===== config.mk =====
export PLATFORM = sky130hd
export DESIGN_NAME = ulsr_line_status
export DESIGN_NICKNAME = d
export VERILOG_FILES = /design/src/hdl/ulsr_pkg.sv /design/src/hdl/ulsr_err_track.sv /design/src/hdl/ulsr_line_status.sv
export SDC_FILE = /design/constraint.sdc
export NUM_CORES = 1
export LEC_CHECK = 0
export BUFFER_PORTS_ARGS = -buffer_cell sky130_fd_sc_hd__buf_2
export CAP_MARGIN = 10
export CORE_UTILIZATION = 25
export DETAILED_ROUTE_END_ITERATION = 12
export SLEW_MARGIN = 40
export SYNTH_ARGS = -nofsm -noshare
export SYNTH_HDL_FRONTEND = slang
export SYNTH_SLANG_ARGS = --single-unit

===== constraint.sdc =====
create_clock -name clk_sys -period 3.95 [get_ports clk_sys]
set_input_delay 0.395 -clock clk_sys [delete_from_list [all_inputs] [get_ports clk_sys]]
set_output_delay 0.395 -clock clk_sys [all_outputs]
set_load 0.005 [all_outputs]

===== src/hdl/ulsr_pkg.sv =====
package ulsr_pkg;

  // bus geometry
  localparam int HADDR_W = 32;
  localparam int HDATA_W = 32;
  localparam logic [1:0] HTRANS_NONSEQ = 2'h2;
  localparam logic       HRESP_OKAY    = 1'h0;

  // register map, byte addresses
  localparam logic [HADDR_W-1:0] OFF_LSTAT = 32'h0000_0000;
  localparam logic [HADDR_W-1:0] OFF_ISR  = 32'h0000_0004;
  localparam logic [HADDR_W-1:0] OFF_IMR  = 32'h0000_0008;
  localparam logic [HADDR_W-1:0] OFF_CTRL = 32'h0000_000c;

  // line_status bit positions
  localparam int LS_W    = 8;
  localparam int LS_RDY  = 0;
  localparam int LS_OVR  = 1;
  localparam int LS_PAR  = 2;
  localparam int LS_FRM  = 3;
  localparam int LS_BRK  = 4;
  localparam int LS_THRE = 5;
  localparam int LS_TEMT = 6;
  localparam int LS_FERR = 7;

  // per-character error tag carried beside the receive fifo
  localparam int FL_W   = 3;
  localparam int FL_PAR = 0;
  localparam int FL_FRM = 1;
  localparam int FL_BRK = 2;

  // interrupt status / mask layout
  localparam int IS_W    = 4;
  localparam int IS_THRE = 0;
  localparam int IS_RDY  = 1;
  localparam int IS_LERR = 2;
  localparam int IS_OVR  = 3;
  localparam logic [IS_W-1:0] IS_RESET = 4'h0;

  // control register layout
  localparam int CT_W       = 5;
  localparam int CT_FIFO    = 0;
  localparam int CT_WLEN_LO = 1;
  localparam int CT_WLEN_HI = 2;
  localparam int CT_PAR     = 3;
  localparam int CT_STOP2   = 4;
  localparam logic [CT_W-1:0] CT_RESET = 5'h06;

  // frame length arithmetic, in bit times
  localparam int FRAME_W = 4;
  localparam logic [FRAME_W-1:0] FRAME_BASE = 4'h7;

  typedef enum {ULSR_SEL_LSTAT, ULSR_SEL_ISR, ULSR_SEL_IMR, ULSR_SEL_CTRL,
                ULSR_SEL_NONE} ulsr_sel_t;

  function automatic ulsr_sel_t ulsr_decode(input logic [HADDR_W-1:0] addr);
    case (addr)
      OFF_LSTAT: ulsr_decode = ULSR_SEL_LSTAT;
      OFF_ISR:  ulsr_decode = ULSR_SEL_ISR;
      OFF_IMR:  ulsr_decode = ULSR_SEL_IMR;
      OFF_CTRL: ulsr_decode = ULSR_SEL_CTRL;
      default:  ulsr_decode = ULSR_SEL_NONE;
    endcase
  endfunction : ulsr_decode

  // start + 5..8 data + optional parity + 1 or 2 stop
  function automatic logic [FRAME_W-1:0] ulsr_frame_len(input logic [CT_W-1:0] ct);
    ulsr_frame_len = FRAME_BASE + FRAME_W'(ct[CT_WLEN_HI:CT_WLEN_LO])
                     + FRAME_W'(ct[CT_PAR]) + FRAME_W'(ct[CT_STOP2]);
  endfunction : ulsr_frame_len

endpackage : ulsr_pkg


===== src/hdl/ulsr_err_track.sv =====
module ulsr_err_track
  import ulsr_pkg::*;
#(
  parameter int DEPTH = 16,
  parameter int CW    = $clog2(DEPTH + 1)
) (
  input  wire logic            clk_sys,   // system clock
  input  wire logic            nrst,      // async reset, active low
  input  wire logic            push,      // store tag of new character
  input  wire logic [FL_W-1:0] tag_in,    // tag of new character
  input  wire logic            pop,       // head character removed
  input  wire logic [CW-1:0]   cap,       // usable depth in this mode
  output logic      [CW-1:0]   count,     // characters held
  output logic                 full,      // count reached cap
  output logic      [FL_W-1:0] head_tag,  // tag of head character
  output logic                 any_err    // some held character is tagged
);

  localparam int PW = (DEPTH > 1) ? $clog2(DEPTH) : 1;

  logic [FL_W-1:0] tags [DEPTH];
  logic [PW-1:0]   wr_ptr;
  logic [PW-1:0]   rd_ptr;
  logic [CW-1:0]   err_cnt;
  logic            do_push;
  logic            do_pop;

  function automatic logic [PW-1:0] ptr_inc(input logic [PW-1:0] p);
    ptr_inc = (p == PW'(DEPTH - 1)) ? '0 : p + PW'(1);
  endfunction : ptr_inc

  assign full     = (count >= cap);
  assign do_pop   = pop && (count != '0);
  assign do_push  = push && (!full || do_pop);
  assign head_tag = (count != '0) ? tags[rd_ptr] : '0;
  assign any_err  = (err_cnt != '0);

  always_ff @(posedge clk_sys or negedge nrst) begin
    if (!nrst) begin
      wr_ptr <= '0;
      rd_ptr <= '0;
      count  <= '0;
    end else begin
      if (do_push) wr_ptr <= ptr_inc(wr_ptr);
      if (do_pop) rd_ptr <= ptr_inc(rd_ptr);
      count <= count + CW'(do_push) - CW'(do_pop);
    end
  end

  always_ff @(posedge clk_sys or negedge nrst) begin
    if (!nrst) begin
      err_cnt <= '0;
    end else begin
      err_cnt <= err_cnt + CW'(do_push && (tag_in != '0))
                 - CW'(do_pop && (tags[rd_ptr] != '0));
    end
  end

  always_ff @(posedge clk_sys) begin
    if (do_push) tags[wr_ptr] <= tag_in;
  end

endmodule : ulsr_err_track


===== src/hdl/ulsr_line_status.sv =====
// Local design decisions: the AHB-Lite slave port and the address map.
module ulsr_line_status
  import ulsr_pkg::*;
#(
  parameter int FIFO_DEPTH = 16
) (
  input  wire logic               clk_sys,        // system clock
  input  wire logic               nrst,           // async reset, active low
  input  wire logic               hsel,           // slave select
  input  wire logic [HADDR_W-1:0] haddr,          // byte address
  input  wire logic [1:0]         htrans,         // transfer type
  input  wire logic               hwrite,         // write when high
  input  wire logic [2:0]         hsize,          // word only
  input  wire logic [HDATA_W-1:0] hwdata,         // write data
  input  wire logic               hready,         // bus ready
  output logic                    hreadyout,      // always ready
  output logic                    hresp,          // always okay
  output logic      [HDATA_W-1:0] hrdata,         // read data
  input  wire logic               rx_line,        // receive input level
  input  wire logic               rx_bit_tick,    // one pulse per bit time
  input  wire logic               rx_char_done,   // receiver finished a character
  input  wire logic               rx_parity_bad,  // parity mismatch of that character
  input  wire logic               rx_stop_level,  // line level at stop position
  input  wire logic               rx_pop,         // host took the head character
  output logic                    rx_push,        // store character into receive fifo
  output logic                    rx_push_brk,    // stored character is a break
  input  wire logic               hold_write,     // host writes transmit character
  input  wire logic               tx_shift_load,  // character moves into shift stage
  input  wire logic               tx_shift_done,  // shift stage finished sending
  output logic                    irq             // level interrupt
);

  localparam int CW = $clog2(FIFO_DEPTH + 1);

  logic [CT_W-1:0]    ctrl;
  logic [IS_W-1:0]    int_status;
  logic [IS_W-1:0]    int_mask;
  logic               ap_take;
  logic               dp_wr;
  ulsr_sel_t          dp_sel;
  ulsr_sel_t          ap_sel;
  logic               ls_read;
  logic               fifo_mode;
  logic [CW-1:0]      cap;
  logic [LS_W-1:0]    ls_now;
  logic               fifo_err;
  logic               ovr;
  logic [FRAME_W-1:0] brk_cnt;
  logic               brk_active;
  logic               brk_hit;
  logic               char_in;
  logic [FL_W-1:0]    push_tag;
  logic               ovr_evt;
  logic               push_ok;
  logic               pop_ok;
  logic [CW-1:0]      rx_cnt;
  logic               rx_full;
  logic [FL_W-1:0]    head_tag;
  logic               any_err;
  logic [CW-1:0]      tx_cnt;
  logic               shift_busy;
  logic               wr_ok;
  logic               thre;
  logic               temt;
  logic [IS_W-1:0]    is_set;
  logic [IS_W-1:0]    next_int_status;

  assign fifo_mode = ctrl[CT_FIFO];
  assign cap       = fifo_mode ? CW'(FIFO_DEPTH) : CW'(1);

  // bus slave: zero wait states, okay only
  assign hreadyout = 1'b1;
  assign hresp     = HRESP_OKAY;
  assign ap_take   = hsel && hready && (htrans == HTRANS_NONSEQ);
  assign ap_sel    = ulsr_decode(haddr);
  assign ls_read   = ap_take && !hwrite && (ap_sel == ULSR_SEL_LSTAT);

  always_ff @(posedge clk_sys or negedge nrst) begin
    if (!nrst) begin
      dp_wr  <= 1'b0;
      dp_sel <= ULSR_SEL_NONE;
    end else begin
      dp_wr  <= ap_take && hwrite;
      dp_sel <= ap_sel;
    end
  end

  always_ff @(posedge clk_sys or negedge nrst) begin
    if (!nrst) begin
      hrdata <= '0;
    end else if (ap_take && !hwrite) begin
      case (ap_sel)
        ULSR_SEL_LSTAT: hrdata <= HDATA_W'(ls_now);
        ULSR_SEL_ISR:  hrdata <= HDATA_W'(int_status);
        ULSR_SEL_IMR:  hrdata <= HDATA_W'(int_mask);
        ULSR_SEL_CTRL: hrdata <= HDATA_W'(ctrl);
        default:       hrdata <= '0;
      endcase
    end
  end

  // line_status holds no writable field
  always_ff @(posedge clk_sys or negedge nrst) begin
    if (!nrst) begin
      ctrl     <= CT_RESET;
      int_mask <= '0;
    end else if (dp_wr) begin
      case (dp_sel)
        ULSR_SEL_IMR:  int_mask <= hwdata[IS_W-1:0];
        ULSR_SEL_CTRL: ctrl <= hwdata[CT_W-1:0];
        default:       ctrl <= ctrl;
      endcase
    end
  end

  // break: receive input low for a whole frame, one break character per break
  assign brk_hit = rx_bit_tick && !rx_line && !brk_active
                   && (brk_cnt == ulsr_frame_len(ctrl) - FRAME_W'(1));

  always_ff @(posedge clk_sys or negedge nrst) begin
    if (!nrst) begin
      brk_cnt    <= '0;
      brk_active <= 1'b0;
    end else if (rx_line) begin
      brk_cnt    <= '0;
      brk_active <= 1'b0;
    end else if (brk_hit) begin
      brk_cnt    <= '0;
      brk_active <= 1'b1;
    end else if (rx_bit_tick && !brk_active) begin
      brk_cnt <= brk_cnt + FRAME_W'(1);
    end
  end

  // receive side tagging
  assign char_in = (rx_char_done && !brk_active) || brk_hit;

  always_comb begin
    push_tag         = '0;
    push_tag[FL_PAR] = rx_char_done && !brk_hit && rx_parity_bad;
    push_tag[FL_FRM] = brk_hit || !rx_stop_level;
    push_tag[FL_BRK] = brk_hit;
  end

  assign ovr_evt     = char_in && rx_full && !(rx_pop && rx_cnt != '0);
  assign push_ok     = char_in && !ovr_evt;
  assign pop_ok      = rx_pop && (rx_cnt != '0);
  assign rx_push     = push_ok;
  assign rx_push_brk = push_ok && brk_hit;

  ulsr_err_track #(
    .DEPTH (FIFO_DEPTH),
    .CW    (CW)
  ) u_track (
    .clk_sys  (clk_sys),
    .nrst     (nrst),
    .push     (push_ok),
    .tag_in   (push_tag),
    .pop      (rx_pop),
    .cap      (cap),
    .count    (rx_cnt),
    .full     (rx_full),
    .head_tag (head_tag),
    .any_err  (any_err)
  );

  // aggregate error: set wins over the read clear
  always_ff @(posedge clk_sys or negedge nrst) begin
    if (!nrst) begin
      fifo_err <= 1'b0;
    end else if (push_ok && (push_tag != '0)) begin
      fifo_err <= 1'b1;
    end else if (ls_read || !any_err) begin
      fifo_err <= 1'b0;
    end
  end

  always_ff @(posedge clk_sys or negedge nrst) begin
    if (!nrst) begin
      ovr <= 1'b0;
    end else if (ovr_evt) begin
      ovr <= 1'b1;
    end else if (ls_read) begin
      ovr <= 1'b0;
    end
  end

  // transmit occupancy: holding stage or fifo, plus shift stage
  assign wr_ok = hold_write && (tx_cnt < cap || tx_shift_load);

  always_ff @(posedge clk_sys or negedge nrst) begin
    if (!nrst) begin
      tx_cnt <= '0;
    end else begin
      tx_cnt <= tx_cnt + CW'(wr_ok) - CW'(tx_shift_load && tx_cnt != '0);
    end
  end

  always_ff @(posedge clk_sys or negedge nrst) begin
    if (!nrst) begin
      shift_busy <= 1'b0;
    end else if (tx_shift_load && tx_cnt != '0) begin
      shift_busy <= 1'b1;
    end else if (tx_shift_done) begin
      shift_busy <= 1'b0;
    end
  end

  assign thre = (tx_cnt == '0) && !hold_write;
  assign temt = thre && !shift_busy;

  always_comb begin
    ls_now          = '0;
    ls_now[LS_RDY]  = (rx_cnt != '0);
    ls_now[LS_OVR]  = ovr;
    ls_now[LS_PAR]  = head_tag[FL_PAR];
    ls_now[LS_FRM]  = head_tag[FL_FRM];
    ls_now[LS_BRK]  = head_tag[FL_BRK];
    ls_now[LS_THRE] = thre;
    ls_now[LS_TEMT] = temt;
    ls_now[LS_FERR] = fifo_err;
  end

  // interrupt status: set wins over write-one-to-clear
  always_comb begin
    is_set          = '0;
    is_set[IS_THRE] = thre;
    is_set[IS_RDY]  = push_ok;
    is_set[IS_LERR] = (push_ok && push_tag != '0) || ovr_evt;
    is_set[IS_OVR]  = ovr_evt;
    next_int_status = int_status;
    if (dp_wr && dp_sel == ULSR_SEL_ISR) begin
      next_int_status = int_status & ~hwdata[IS_W-1:0];
    end
    next_int_status = next_int_status | is_set;
  end

  always_ff @(posedge clk_sys or negedge nrst) begin
    if (!nrst) begin
      int_status <= IS_RESET;
      irq        <= 1'b0;
    end else begin
      int_status <= next_int_status;
      irq        <= |(int_status & int_mask);
    end
  end
endmodule : ulsr_line_status


==> impl_metrics.ini <==
[logic_synthesis]
synth-main-ff-cell = dfrtp_1
ys_seq_area_share_pct = 52.2
synth_warnings = 0
yosys_register_bits = 105
netlist_area_um2 = 5500
yosysUniqueCellTypes = 60
synth_edf_count = 48
synthCells = 458
async_reset_ff_share_pct = 54.3
syn_area_per_cell_um2 = 12.0

[global_routing]
grt_pass1_vias = 3415
grt_start_max_net_pins = 33
groute.usage.overall_pct = 10.3
overflow = 0
grt_pass1_wl_mm = 17.8
antenna_found_initial = 0

[timing]
tns_ns = 0
clock_skew_ns = 0.0173
slew_headroom_pct = 48.2
post-route-min-period_ns = 3.36
period_share_pct = 85.0
setup_viol = 0
setup_slack_ns = 0.591
rsz0062_at_grt = false
worst_pin_slew_ns = 0.767
max_freq_mhz = 298
hold_viol_final = 0
finalMaxSlewViolations = 0

[floorplanning]
pin_count = 120
die_y_um = 150
core_area_um2 = 21300
dieWidth_um = 150
fp.dieArea_um2 = 22600
std_cell_rows = 53
start_util_pct = 25.8

[power]
p_switching_mw = 1.32
p_clk_share_pct = 24.0
powerDensity_nw_per_um2 = 587
pwr-share-comb_pct = 34.0
p_leak_nw = 2.74
finalPower_mw = 3.70
intPower_mw = 2.39
power_frac_seq_pct = 42.1
swShare_pct = 35.6
vdd_drop_max_mv = 0.240

[cells_and_area]
stdcell_area_um2 = 6310
layout.area.seq_um2 = 2870
final_common_cell = buf_2
fillers = 2148
final_cell_mix = buf_2, dfrtp_1, edfxtp_1
final_layout_size_suffix_gt1_share_pct = 22.9
multi_input_comb_area_um2 = 2300
diodes = 0
syn2layout_area_growth_pct = 14.7
nets = 639
final_util_pct = 29.6

[worst_setup_path]
startpoint = u_track.rd_ptr[0]$_DFFE_PN0P_
arrival_ns = 3.59
crit_path_cell_trace = mux4_2 -> a22oi_1 -> nand3_1 -> nor2_1 -> a21oi_1 -> ha_1 -> inv_1 -> ha_1 -> inv_1 -> fa_1 -> inv_1 -> a21oi_1 -> nor2_1 -> nor2_1 -> xnor2_1
slowest_delay_ns = 0.80
worstPathMaxFanout = 11
cp_top_family = adder cells
cp-end-kind = register
crit_path_start_kind = register
timing.rr.start = u_track.rd_ptr[0]$_DFFE_PN0P_
crit_slowest_cell = dfrtp_1
crit_type = reg -> reg
path_buf_inv = 3
worstPathRequired_ns = 4.18

[routing]
drc = 0
drtIter0Drc = 124
dr.pass1.iters = 4
antenna_left = 0
drt-wirelength-per-cell_um = 13.7
vias = 3470
finalWirelength_mm = 11.0
vias_per_cell = 4.34

[placed_design]
io_buffers = 63
place_hpwl_mm = 8.22
place_congestion = 0.712
place_area_um2 = 6000
dp_slack_ns = 0.532

[clock_tree]
clk_latency_ns = 0.36
cts_tree = done
cts_setup_buffers = 0
cts_max_level = 3
clk_pin_slew_ns = 0.07
numCtsBuffers = 9
numClockSinks = 105
cts_resized = 0
cts_buffer_depth = 2
cts_hold_buf = 0
cts-root-buf = clkbuf_16

[worst_hold_path]
hold_path_class = in -> async

[job]
drv_cap = 0

[outcome]
status = finished, final reports clean
final timing paths:
| check | to | slack [ns] | cells past startpoint |
|---|---|---|---|
| worst min register to register | hrdata[6]$_DFFE_PN0P_ | 0.48 | 1 |
| worst max-delay path | u_track.err_cnt[4]$_DFF_PN0_ | 0.59 | 15 |
| min in group clk_sys | brk_active$_DFFE_PN0P_ | 0.26 | 2 |
| worst min-delay path | dp_wr$_DFF_PN0_ | 0.09 | 1 |
| worst max register to register | u_track.err_cnt[4]$_DFF_PN0_ | 0.59 | 15 |
| max in group asynchronous | ctrl[2]$_DFFE_PN1P_ | 2.97 | 2 |
flip-flops by register name, summed over array words and instances, names as in the netlist, 5 cells and up:
| signal | count |
|---|---|
| tx_cnt | 5 |
| ctrl | 5 |
| u_track.err_cnt | 5 |
| u_track.tags | 48 |
| hrdata | 8 |
| u_track.count | 5 |
cell families after synthesis:
family | count (synthesis) | synth area share [%]
multiplexers | 28 | 7.94
XOR/XNOR | 19 | 3.03
flip-flops | 105 | 52.2
AND/OR/NAND/NOR | 133 | 13.5
other | 2 | 0.137
adder cells (fa/ha/maj) | 36 | 8.74
AO/OA/AOI/OAI | 54 | 6.65
buffers and inverters | 81 | 7.76
layer usage:
metal / wire [um] / vias to the layer above / track usage, %
met5: 0 / - / 0
met1: 5270 / 1701 / 14.3
met3: 453 / 7 / 2.61
li1: - / 1697 / -
met4: 163 / 0 / 3.64
met2: 5100 / 65 / 15.4
cell type report:
cell class,instances,area share (%)
well taps,275,5.46
repair buffers,66,5.36
clock buffers,9,3.57
multi-input cells,296,36.4
inverters,42,2.50
flip-flops and latches,105,45.5
clock inverters,7,1.19
power by group through the flow:
stage               combinational [mW]  clock, mW  sequential [mW]
floorplan                         1.12          0             1.45
global placement                  1.25          0             1.58
detailed placement                1.27          0             1.59
CTS                               1.28      0.907             1.56
global route                      1.45      0.950             1.60
finish                            1.26      0.888             1.56
cells in the mapped netlist, drive strengths merged (11+ instances only):
library cell  number  share of area, %
a21oi             15               1.4
edfxtp            48                26
mux4              11               4.6
o21ai             14               1.4
buf               32               4.4
ha                32               7.3
nor2              27               1.8
nand2             38               2.7
mux2              12               2.5
xnor2             11               1.8
nand3             11               1.0
inv               42               2.9
dfrtp             54                25
metrics by stage:
step	instances	hold WS (ns)
global route	800	0.135
floorplan	482	0.0994
finish	800	0.0949
global placement	784	0.456
CTS	800	0.111
detailed placement	784	0.479
No activity file was read; power rests on OpenSTA's default activity.
